$ cat src/logic/ssts_pkg.sv
// shared constants, types and helpers of the serial slave timing supervisor
// assumes a single 100 MHz clock and an APB master for the registers
package ssts_pkg;

	// ----------------------------------------------------------------
	// timing
	// ----------------------------------------------------------------
	localparam int unsigned SSTS_CLOCK_MHZ   = 100;
	localparam int unsigned SSTS_MS_TICK_US  = 1000;
	localparam int unsigned SSTS_STEP_MS     = 100;
	localparam int unsigned SSTS_BAUD_BPS    = 9600;
	localparam int unsigned SSTS_MS_CYCLES   = SSTS_MS_TICK_US * SSTS_CLOCK_MHZ;
	localparam int unsigned SSTS_STEP_CYCLES = SSTS_STEP_MS * SSTS_MS_CYCLES;
	localparam int unsigned SSTS_BIT_CYCLES  =
		(SSTS_CLOCK_MHZ * 1000000) / SSTS_BAUD_BPS;

	// ----------------------------------------------------------------
	// register map and limits
	// ----------------------------------------------------------------
	localparam logic [7:0] SSTS_CFG_OFF     = 8'h00;
	localparam logic [7:0] SSTS_TMO_OFF     = 8'h04;
	localparam logic [7:0] SSTS_STAT_OFF    = 8'h08;
	localparam logic [7:0] SSTS_IRQ_ST_OFF  = 8'h0c;
	localparam logic [7:0] SSTS_IRQ_EN_OFF  = 8'h10;
	localparam logic [7:0] SSTS_IRQ_CLR_OFF = 8'h14;
	localparam logic [7:0] SSTS_ACK_OFF     = 8'h18;
	localparam logic [7:0] SSTS_DELAY_MAX   = 8'hc8;
	localparam logic [9:0] SSTS_TMO_MAX     = 10'h3e8;
	localparam logic [4:0] SSTS_FMT_MAX     = 5'h11;
	localparam logic [7:0] SSTS_BCAST       = 8'h00;
	localparam logic [7:0] SSTS_CODE_LINK   = 8'h18;
	localparam int unsigned SSTS_NIRQ       = 4;

	// error reaction codes
	localparam logic [1:0] SSTS_REACT_COAST = 2'h0;
	localparam logic [1:0] SSTS_REACT_KEEP  = 2'h1;
	localparam logic [1:0] SSTS_REACT_COMM  = 2'h2;
	localparam logic [1:0] SSTS_REACT_ALL   = 2'h3;

	// ----------------------------------------------------------------
	// types
	// ----------------------------------------------------------------
	typedef struct packed {
		logic data7;
		logic par_en;
		logic par_odd;
		logic stop2;
	} ssts_fmt_t;

	typedef struct packed {
		logic [11:0] word;
		logic [3:0]  nbits;
	} ssts_frame_t;

	typedef struct packed {
		logic [7:0] station;
		logic       is_write;
	} ssts_req_t;

	typedef struct packed {
		logic [7:0] reply_delay_setting;
		logic [7:0] station_number;
		logic [4:0] character_format_select;
		logic       write_reply_policy;
		logic [1:0] link_error_reaction;
		logic [9:0] link_timeout_setting;
	} ssts_cfg_t;

	localparam ssts_cfg_t SSTS_CFG_RST = '{
		reply_delay_setting:     8'h05,
		station_number:          8'h01,
		character_format_select: 5'h00,
		write_reply_policy:      1'h0,
		link_error_reaction:     2'h1,
		link_timeout_setting:    10'h000
	};

	// ----------------------------------------------------------------
	// format decode and frame assembly
	// ----------------------------------------------------------------
	function automatic ssts_fmt_t ssts_fmt_decode(input logic [4:0] sel);
		int        g;
		ssts_fmt_t f;
		g         = int'(sel) % 6;
		f.data7   = (sel >= 5'h06) && (sel <= 5'h0b);
		f.par_en  = (g % 3) != 0;
		f.par_odd = (g % 3) == 1;
		f.stop2   = g >= 3;
		return f;
	endfunction

	function automatic ssts_frame_t ssts_frame_build(input ssts_fmt_t f,
		input logic [7:0] d);
		ssts_frame_t r;
		logic        par;
		r.word    = '1;
		r.word[0] = 1'b0;
		if (f.data7) begin
			r.word[7:1] = d[6:0];
			par = (^d[6:0]) ^ f.par_odd;
			if (f.par_en) r.word[8] = par;
		end else begin
			r.word[8:1] = d;
			par = (^d) ^ f.par_odd;
			if (f.par_en) r.word[9] = par;
		end
		r.nbits = 4'h1 + (f.data7 ? 4'h7 : 4'h8) + {3'h0, f.par_en}
			+ (f.stop2 ? 4'h2 : 4'h1);
		return r;
	endfunction

endpackage

$ cat src/logic/ssts_tick.sv
// periodic tick generator, restartable
// assumes a synchronous restart request from the owner
`timescale 1ns/1ps
module ssts_tick #(
	parameter int unsigned DIV = 1000
) (
	input  wire logic i_clock,
	input  wire logic i_sys_rst,
	input  wire logic i_restart,
	output logic      o_tick
);
	localparam int unsigned W = (DIV > 1) ? $clog2(DIV) : 1;
	localparam logic [W-1:0] LAST = W'(DIV - 1);

	logic [W-1:0] cnt_r;

	always_ff @(posedge i_clock or posedge i_sys_rst) begin
		if (i_sys_rst) begin
			cnt_r  <= '0;
			o_tick <= 1'b0;
		end else if (i_restart) begin
			cnt_r  <= '0;
			o_tick <= 1'b0;
		end else if (cnt_r == LAST) begin
			cnt_r  <= '0;
			o_tick <= 1'b1;
		end else begin
			cnt_r  <= cnt_r + 1'b1;
			o_tick <= 1'b0;
		end
	end
endmodule

$ cat src/logic/ssts_char_tx.sv
// character serializer: shifts an assembled frame out lsb first
// assumes one bit tick per bit period, restarted at each start
`timescale 1ns/1ps
module ssts_char_tx (
	input  wire logic                 i_clock,
	input  wire logic                 i_sys_rst,
	input  wire logic                 i_start,
	input  wire ssts_pkg::ssts_frame_t i_frame,
	input  wire logic                 i_bit_tick,
	output logic                      o_txd,
	output logic                      o_busy,
	output logic                      o_done
);
	import ssts_pkg::*;

	logic [11:0] sh_r;
	logic [3:0]  left_r;

	always_ff @(posedge i_clock or posedge i_sys_rst) begin
		if (i_sys_rst) begin
			sh_r   <= '1;
			left_r <= '0;
			o_txd  <= 1'b1;
			o_busy <= 1'b0;
			o_done <= 1'b0;
		end else begin
			o_done <= 1'b0;
			if (i_start && !o_busy) begin
				sh_r   <= i_frame.word;
				left_r <= i_frame.nbits;
				o_busy <= 1'b1;
			end else if (o_busy && i_bit_tick) begin
				if (left_r != 4'h0) begin
					o_txd  <= sh_r[0];
					sh_r   <= {1'b1, sh_r[11:1]};
					left_r <= left_r - 4'h1;
				end else begin
					o_busy <= 1'b0;
					o_done <= 1'b1;
				end
			end
		end
	end
endmodule

$ cat src/logic/ssts_top.sv
// serial slave timing supervisor: reply pacing, link silence watch,
// error reaction and character transmit, with an apb register file
// assumes a protocol engine that reports requests and streams replies
//
// The address map and the APB register port were chosen for this implementation.
`timescale 1ns/1ps
module ssts_top #(
	parameter int unsigned MS_CYCLES   = ssts_pkg::SSTS_MS_CYCLES,
	parameter int unsigned STEP_CYCLES = ssts_pkg::SSTS_STEP_CYCLES,
	parameter int unsigned BIT_CYCLES  = ssts_pkg::SSTS_BIT_CYCLES
) (
	input  wire logic               i_clock,
	input  wire logic               i_sys_rst,
	input  wire logic               i_psel,
	input  wire logic               i_penable,
	input  wire logic               i_pwrite,
	input  wire logic [7:0]         i_paddr,
	input  wire logic [31:0]        i_pwdata,
	output logic [31:0]             o_prdata,
	output logic                    o_pready,
	output logic                    o_pslverr,
	input  wire logic               i_req_valid,
	input  wire ssts_pkg::ssts_req_t i_req,
	input  wire logic               i_proc_done,
	input  wire logic               i_rx_error,
	input  wire logic               i_comm_control,
	input  wire logic               i_tx_valid,
	input  wire logic [7:0]         i_tx_data,
	input  wire logic               i_tx_last,
	output logic                    o_tx_ready,
	output logic                    o_txd,
	output logic                    o_fault_relay,
	output logic                    o_output_stop,
	output logic                    o_ramp_stop,
	output logic [7:0]              o_fault_code,
	output logic                    o_irq
);
	import ssts_pkg::*;

	typedef enum logic [3:0] {
		ST_IDLE = 4'b0001,
		ST_WAIT = 4'b0010,
		ST_SEND = 4'b0100,
		ST_DROP = 4'b1000
	} ssts_state_t;

	ssts_cfg_t             cfg_r;
	ssts_state_t           st_r;
	logic [SSTS_NIRQ-1:0]  irq_st_r;
	logic [SSTS_NIRQ-1:0]  irq_en_r;
	logic [SSTS_NIRQ-1:0]  irq_ev;
	logic [7:0]            dly_cnt_r;
	logic [9:0]            quiet_cnt_r;
	logic                  proc_seen_r;
	logic                  timed_out_r;
	logic                  fault_r;
	logic                  ramp_r;
	logic [7:0]            code_r;
	logic                  wr;
	logic                  setup;
	logic                  accept;
	logic                  quiet_req;
	logic                  delay_met;
	logic                  release_ok;
	logic                  timeout_ev;
	logic                  err_ev;
	logic                  ack;
	logic                  ms_tick;
	logic                  step_tick;
	logic                  bit_tick;
	logic                  tx_start;
	logic                  tx_busy;
	logic                  tx_done;
	ssts_fmt_t             fmt;
	ssts_frame_t           frame;
	logic [31:0]           rd_nxt;
	logic                  err_nxt;

	// ----------------------------------------------------------------
	// apb slave
	// ----------------------------------------------------------------
	assign o_pready = 1'b1;
	assign setup    = i_psel && !i_penable;
	assign wr       = i_psel && i_penable && i_pwrite;
	assign ack      = wr && (i_paddr == SSTS_ACK_OFF);

	always_comb begin
		rd_nxt  = 32'h0000_0000;
		err_nxt = 1'b0;
		if (i_paddr == SSTS_CFG_OFF) begin
			rd_nxt = {8'h00, cfg_r.link_error_reaction,
				cfg_r.write_reply_policy, cfg_r.character_format_select,
				cfg_r.station_number, cfg_r.reply_delay_setting};
		end else if (i_paddr == SSTS_TMO_OFF) begin
			rd_nxt = {22'h0, cfg_r.link_timeout_setting};
		end else if (i_paddr == SSTS_STAT_OFF) begin
			rd_nxt = {6'h0, quiet_cnt_r, 8'h0, st_r, tx_busy,
				timed_out_r, ramp_r, fault_r};
		end else if (i_paddr == SSTS_IRQ_ST_OFF) begin
			rd_nxt = {28'h0, irq_st_r};
		end else if (i_paddr == SSTS_IRQ_EN_OFF) begin
			rd_nxt = {28'h0, irq_en_r};
		end else if (i_paddr == SSTS_IRQ_CLR_OFF ||
			i_paddr == SSTS_ACK_OFF) begin
			rd_nxt = 32'h0000_0000;
		end else begin
			err_nxt = 1'b1;
		end
	end

	// read data and error are captured in the setup cycle
	always_ff @(posedge i_clock or posedge i_sys_rst) begin
		if (i_sys_rst) begin
			o_prdata  <= 32'h0000_0000;
			o_pslverr <= 1'b0;
		end else if (setup) begin
			o_prdata  <= i_pwrite ? 32'h0000_0000 : rd_nxt;
			o_pslverr <= err_nxt;
		end
	end

	// ----------------------------------------------------------------
	// configuration
	// ----------------------------------------------------------------
	always_ff @(posedge i_clock or posedge i_sys_rst) begin
		if (i_sys_rst) begin
			cfg_r <= SSTS_CFG_RST;
		end else if (wr && i_paddr == SSTS_CFG_OFF) begin
			cfg_r.reply_delay_setting <= (i_pwdata[7:0] > SSTS_DELAY_MAX)
				? SSTS_DELAY_MAX : i_pwdata[7:0];
			if (i_pwdata[15:8] != SSTS_BCAST)
				cfg_r.station_number <= i_pwdata[15:8];
			if (i_pwdata[20:16] <= SSTS_FMT_MAX)
				cfg_r.character_format_select <= i_pwdata[20:16];
			cfg_r.write_reply_policy  <= i_pwdata[21];
			cfg_r.link_error_reaction <= i_pwdata[23:22];
		end else if (wr && i_paddr == SSTS_TMO_OFF) begin
			cfg_r.link_timeout_setting <= (i_pwdata[9:0] > SSTS_TMO_MAX)
				? SSTS_TMO_MAX : i_pwdata[9:0];
		end
	end

	// ----------------------------------------------------------------
	// tick sources
	// ----------------------------------------------------------------
	ssts_tick #(.DIV(MS_CYCLES)) u_ms_tick (
		.i_clock   (i_clock),
		.i_sys_rst (i_sys_rst),
		.i_restart (accept),
		.o_tick    (ms_tick)
	);

	ssts_tick #(.DIV(STEP_CYCLES)) u_step_tick (
		.i_clock   (i_clock),
		.i_sys_rst (i_sys_rst),
		.i_restart (accept),
		.o_tick    (step_tick)
	);

	ssts_tick #(.DIV(BIT_CYCLES)) u_bit_tick (
		.i_clock   (i_clock),
		.i_sys_rst (i_sys_rst),
		.i_restart (tx_start),
		.o_tick    (bit_tick)
	);

	// ----------------------------------------------------------------
	// request acceptance and reply pacing
	// ----------------------------------------------------------------
	assign accept = i_req_valid && (i_req.station == cfg_r.station_number
		|| i_req.station == SSTS_BCAST);
	assign quiet_req = (i_req.station == SSTS_BCAST)
		|| (i_req.is_write && cfg_r.write_reply_policy);
	assign delay_met  = dly_cnt_r >= cfg_r.reply_delay_setting;
	assign release_ok = delay_met && proc_seen_r;

	// delay counted in whole ms from the end of the request
	always_ff @(posedge i_clock or posedge i_sys_rst) begin
		if (i_sys_rst) begin
			dly_cnt_r <= 8'h00;
		end else if (accept) begin
			dly_cnt_r <= 8'h00;
		end else if (ms_tick && dly_cnt_r != 8'hff) begin
			dly_cnt_r <= dly_cnt_r + 8'h01;
		end
	end

	always_ff @(posedge i_clock or posedge i_sys_rst) begin
		if (i_sys_rst) begin
			proc_seen_r <= 1'b0;
		end else if (i_proc_done) begin
			proc_seen_r <= 1'b1;
		end else if (accept) begin
			proc_seen_r <= 1'b0;
		end
	end

	always_ff @(posedge i_clock or posedge i_sys_rst) begin
		if (i_sys_rst) begin
			st_r <= ST_IDLE;
		end else begin
			case (st_r)
			ST_IDLE: if (accept) begin
				st_r <= quiet_req ? ST_DROP : ST_WAIT;
			end
			ST_WAIT: if (release_ok) begin
				st_r <= ST_SEND;
			end
			ST_SEND: if (tx_start && i_tx_last) begin
				st_r <= ST_IDLE;
			end
			ST_DROP: if (i_tx_valid && i_tx_last) begin
				st_r <= ST_IDLE;
			end
			default: st_r <= ST_IDLE;
			endcase
		end
	end

	// ----------------------------------------------------------------
	// character transmit
	// ----------------------------------------------------------------
	assign fmt        = ssts_fmt_decode(cfg_r.character_format_select);
	assign frame      = ssts_frame_build(fmt, i_tx_data);
	assign tx_start   = (st_r == ST_SEND) && i_tx_valid && !tx_busy;
	assign o_tx_ready = (st_r == ST_DROP) || (st_r == ST_SEND && !tx_busy);

	ssts_char_tx u_tx (
		.i_clock    (i_clock),
		.i_sys_rst  (i_sys_rst),
		.i_start    (tx_start),
		.i_frame    (frame),
		.i_bit_tick (bit_tick),
		.o_txd      (o_txd),
		.o_busy     (tx_busy),
		.o_done     (tx_done)
	);

	// ----------------------------------------------------------------
	// link silence watch
	// ----------------------------------------------------------------
	assign timeout_ev = !timed_out_r && !accept
		&& cfg_r.link_timeout_setting != 10'h000
		&& quiet_cnt_r > cfg_r.link_timeout_setting;

	always_ff @(posedge i_clock or posedge i_sys_rst) begin
		if (i_sys_rst) begin
			quiet_cnt_r <= 10'h000;
			timed_out_r <= 1'b0;
		end else if (accept) begin
			quiet_cnt_r <= 10'h000;
			timed_out_r <= 1'b0;
		end else begin
			if (step_tick && quiet_cnt_r != 10'h3ff)
				quiet_cnt_r <= quiet_cnt_r + 10'h001;
			if (timeout_ev)
				timed_out_r <= 1'b1;
		end
	end

	// ----------------------------------------------------------------
	// error reaction and fault outputs
	// ----------------------------------------------------------------
	assign err_ev = timeout_ev || i_rx_error;

	always_ff @(posedge i_clock or posedge i_sys_rst) begin
		if (i_sys_rst) begin
			fault_r <= 1'b0;
			code_r  <= 8'h00;
		end else if (err_ev
			&& cfg_r.link_error_reaction == SSTS_REACT_COAST) begin
			fault_r <= 1'b1;
			code_r  <= SSTS_CODE_LINK;
		end else if (ack) begin
			fault_r <= 1'b0;
			code_r  <= 8'h00;
		end
	end

	always_ff @(posedge i_clock or posedge i_sys_rst) begin
		if (i_sys_rst) begin
			ramp_r <= 1'b0;
		end else if (err_ev && (cfg_r.link_error_reaction == SSTS_REACT_ALL
			|| (cfg_r.link_error_reaction == SSTS_REACT_COMM
			&& i_comm_control))) begin
			ramp_r <= 1'b1;
		end else if (ack) begin
			ramp_r <= 1'b0;
		end
	end

	assign o_fault_relay = fault_r;
	assign o_output_stop = fault_r;
	assign o_fault_code  = code_r;
	assign o_ramp_stop   = ramp_r;

	// ----------------------------------------------------------------
	// interrupts
	// ----------------------------------------------------------------
	assign irq_ev = {accept && i_req.station == SSTS_BCAST, tx_done,
		i_rx_error, timeout_ev};

	// a new event wins over a clear in the same cycle
	always_ff @(posedge i_clock or posedge i_sys_rst) begin
		if (i_sys_rst) begin
			irq_st_r <= '0;
			irq_en_r <= '0;
			o_irq    <= 1'b0;
		end else begin
			if (wr && i_paddr == SSTS_IRQ_CLR_OFF)
				irq_st_r <= (irq_st_r & ~i_pwdata[SSTS_NIRQ-1:0]) | irq_ev;
			else
				irq_st_r <= irq_st_r | irq_ev;
			if (wr && i_paddr == SSTS_IRQ_EN_OFF)
				irq_en_r <= i_pwdata[SSTS_NIRQ-1:0];
			o_irq <= |(irq_st_r & irq_en_r);
		end
	end
endmodule

$ cat config.mk
export PLATFORM = sky130hd
export DESIGN_NAME = ssts_top
export DESIGN_NICKNAME = d
export VERILOG_FILES = /design/src/logic/ssts_pkg.sv /design/src/logic/ssts_tick.sv /design/src/logic/ssts_char_tx.sv /design/src/logic/ssts_top.sv
export SDC_FILE = /design/constraint.sdc
export NUM_CORES = 1
export LEC_CHECK = 0
export ABC_AREA = 0
export BUFFER_PORTS_ARGS = -buffer_cell sky130_fd_sc_hd__buf_2
export CORE_MARGIN = 1.5
export CORE_UTILIZATION = 40
export DETAILED_ROUTE_END_ITERATION = 10
export SLEW_MARGIN = 20
export SYNTH_ARGS = -nofsm -noshare
export SYNTH_HDL_FRONTEND = slang
export SYNTH_SLANG_ARGS = --single-unit
$ cat constraint.sdc
create_clock -name i_clock -period 7.73 [get_ports i_clock]
set_clock_uncertainty 0.2 [all_clocks]
set_input_delay 1.1595 -clock i_clock [delete_from_list [all_inputs] [get_ports i_clock]]
set_output_delay 1.1595 -clock i_clock [all_outputs]
set_load 0.05 [all_outputs]
==> impl_metrics.ini <==
[floorplanning]
rows = 57
start_util_pct = 40.79
core_region_area_um2 = 24390
die_w_um = 160.7
dieArea_um2 = 25830
ioPinCount = 116
die_height_um = 160.7

[worst_setup_path]
worst_path_max_delay_cell = dfrtp_2
critPathMostFrequentCell = ha_1
arrival_ps = 7390
critPathKind = flip-flop to flip-flop
cp-end-kind = flip-flop
startpoint_type = flip-flop
path_max_fanout = 14
cpPeakStageDelay_ps = 450
reg2reg_depth = 33
critical_path_required_ps = 7830

[timing]
post-route-period-util_pct = 94.33
finalMaxSlewViolations = 0
fmax_ghz = 0.1371
fin_ws_ps = 438.4
hold_viol_final = 0
fin_crit_ps = 7292
tightest_slew_ps = 934.2
setup_viol = 0
max_slew_margin_pct = 37.72

[grt]
grt_max_degree = 103
grt_pass1_wl_mm = 37.89
grt_pass1_vias = 7527
overflow = 0
antenna_found_initial = 0
gr-usage-all-layers_pct = 17.91

[clocking]
clk_latency_ps = 440
cts.sinks = 171
cts_buffers = 17
cts_tree = yes
clock_path_buffers = 2
clk_pin_slew_worst_paths_ps = 70
cts_root_buffer = clkbuf_16
htreeDepth = 4

[layout]
nets = 1256
drive_gt1_share_pct = 18.52
fillers = 2394
area_delta_synth_final_pct = 13.49
fin_util_pct = 46.29
multi_input_area_um2 = 5228
n_antenna_cell = 0
regArea_um2 = 4300

[route]
dr_total_vias = 7858
drt_pass1_iterations = 4
drtAntennaViolNets = 0
drt_iter0_markers = 482
drc = 0
wl_per_cell_um = 15.00
wl_mm = 22.36
post_drt_via_cell_ratio = 5.274

[power]
p_leak_nw = 5.121
ir_drop_uv = 143.6
cellPowerDensity_nw_per_um2 = 196.4

[yosys]
ys_warn_count = 0
syn_inst = 1073
synth_seq_cells = 171
yosysSeqAreaShare_pct = 43.21
synth_area_um2 = 9948
ys_async_sr_fraction_pct = 100.0
synthFlopType = dfrtp_1
yosysUniqueCellTypes = 89
synth-edff-count = 0
syn_avg_cell_area_um2 = 9.271

[hold_path]
min_path_cells = 2
hp-class = flip-flop to flip-flop

[place]
gp_congestion = 0.8508
dpl_worst_slack_ps = 310.0
post-dp-hpwl_mm = 16.07
port_buffers = 94

[flow_run]
maxCapViolCount = 0

[run_status]
status = finished clean
## registers in the layout, summed over array words and instances (netlist names), 4 cells and up
signal	flops
irq_en_r	4
st_r	4
dly_cnt_r	8
u_ms_tick.cnt_r	17
u_tx.left_r	4
cfg_r	34
quiet_cnt_r	10
u_step_tick.cnt_r	24
u_tx.sh_r	10
irq_st_r	4
o_prdata	26
u_bit_tick.cnt_r	14
## per-stage QoR
step	hold slack [ps]	total power, mW	std cells	setup TNS, ps	instance area, µm²
finish	260.6	2.217	1490	0	11290
global route	272.8	2.331	1490	-61.30	11290
CTS	260.7	2.241	1487	0	11230
detailed placement	249.0	1.357	1455	0	10630
global placement	246.2	1.348	1455	0	10630
floorplan	204.4	1.274	1084	0	9990
## per-layer routing
layer	share of wire, %	global-route usage (%)	wire (µm)	vias to the layer above
li1	-	-	-	3949
met1	49	24.77	10920	3775
met2	47	29.44	10490	121
met3	3.5	3.177	776	13
met4	0.75	3.830	168	0
met5	0	0	0	-
## synthesized netlist by cell type, types with 3 or more instances
| library cell | count | area [µm²] |
|---|---|---|
| a211oi_1 | 8 | 60.06 |
| a21o_1 | 19 | 142.6 |
| a21oi_1 | 27 | 135.1 |
| a221oi_2 | 3 | 45.04 |
| a222oi_1 | 4 | 40.04 |
| a22o_1 | 11 | 96.34 |
| a22oi_1 | 25 | 187.7 |
| a31oi_1 | 9 | 56.30 |
| and2_1 | 5 | 31.28 |
| and3_1 | 23 | 143.9 |
| and3b_1 | 3 | 26.28 |
| and4_1 | 4 | 35.03 |
| and4b_1 | 3 | 30.03 |
| buf_1 | 3 | 11.26 |
| buf_2 | 5 | 25.02 |
| buf_4 | 24 | 180.2 |
| clkbuf_1 | 26 | 97.59 |
| dfrtp_1 | 155 | 3879 |
| dfstp_2 | 16 | 420.4 |
| ha_1 | 34 | 425.4 |
| inv_1 | 40 | 150.1 |
| inv_2 | 3 | 11.26 |
| mux2_2 | 13 | 146.4 |
| mux2i_1 | 7 | 70.07 |
| nand2_1 | 142 | 533.0 |
| nand2b_1 | 7 | 43.79 |
| nand3_1 | 39 | 195.2 |
| nand4_1 | 23 | 143.9 |
| nand4b_1 | 6 | 52.55 |
| nor2_1 | 114 | 427.9 |
| nor2b_1 | 8 | 50.05 |
| nor3_1 | 20 | 100.1 |
| nor4_1 | 14 | 87.58 |
| nor4b_1 | 4 | 35.03 |
| nor4bb_1 | 4 | 40.04 |
| o211a_1 | 3 | 30.03 |
| o21a_1 | 6 | 45.04 |
| o21ai_0 | 57 | 285.3 |
| o22ai_1 | 3 | 18.77 |
| o31ai_1 | 4 | 30.03 |
| or2_2 | 4 | 25.02 |
| or3_1 | 6 | 37.54 |
| xnor2_1 | 37 | 324.1 |
| xor2_1 | 44 | 385.4 |
## cells in the final DEF, fill, tap and decap left out, drive strengths merged, types with 7 or more instances in the layout
cell type,instances
clkbuf,17
and3,23
xor2,44
a21o,20
o21ai,60
nor2,114
mux2,14
nand3,39
buf,110
a22oi,25
nand4,23
xnor2,37
nor3,21
a211oi,9
mux2i,7
nand2,142
a31oi,10
inv,52
a21oi,30
nor4,16
dfstp,16
a22o,11
nor2b,8
ha,34
nand2b,7
conb,13
dfrtp,155
## report_power, final
group	total (mW)	internal, mW	switching [mW]	leakage [nW]
Combinational	0.299	0.130	0.169	2.71
Clock	0.877	0.488	0.389	0.293
Sequential	1.04	0.962	0.0795	2.12
Total	2.22	1.58	0.637	5.12
## path summary, 6_finish.rpt
kind	start	endpoint	slack [ps]
hold / removal	u_tx.sh_r[2]$_DFFE_PP1P_	u_tx.sh_r[2]$_DFFE_PP1P_	260
max in group asynchronous	i_sys_rst	cfg_r[17]$_DFFE_PP0P_	5080
min in group asynchronous	i_sys_rst	u_bit_tick.cnt_r[11]$_DFF_PP0_	720
setup reg to reg	cfg_r[17]$_DFFE_PP0P_	u_tx.left_r[2]$_DFFE_PP0P_	440
hold reg to reg	u_tx.sh_r[2]$_DFFE_PP1P_	u_tx.sh_r[2]$_DFFE_PP1P_	260
setup / recovery	cfg_r[17]$_DFFE_PP0P_	u_tx.left_r[2]$_DFFE_PP0P_	440
## cell type report
cell class,instances,area share (%)
Tap cell,324,3.590
Clock inverter,15,1.551
Multi-Input combinational cell,810,46.30
Timing Repair Buffer,110,5.231
Sequential cell,171,38.09
Clock buffer,17,3.768
Inverter,43,1.474
## critical path: cells and delay by family (launching register included)
kind                       cells  cell delay (ps)
buffers and inverters          5              480
xor gates and xnor gates       1              140
and+or+nand+nor                7             1280
DFF                            1              450
AOI/OAI and AO/OA             10             1900
muxes                          3              900
adders and majority gates      7             1800
## cell families after synthesis
group / Yosys count / synth area share [%]
flops: 171 / 43.21
xor+xnor: 81 / 7.131
compound gates: 218 / 15.95
mux: 21 / 2.327
other cells: 2 / 0.07549
simple gates: 442 / 21.78
fa+ha+maj: 35 / 4.477
buf+inv: 103 / 5.043
## what timing repair did
item / in CTS / in global routing
setup endpoints to repair: 0 / 2
hold buffers: 0 / 0
gates resized for setup: 0 / 9
setup buffers: 0 / 3
Note: power is estimated with default switching activity, not from simulation.
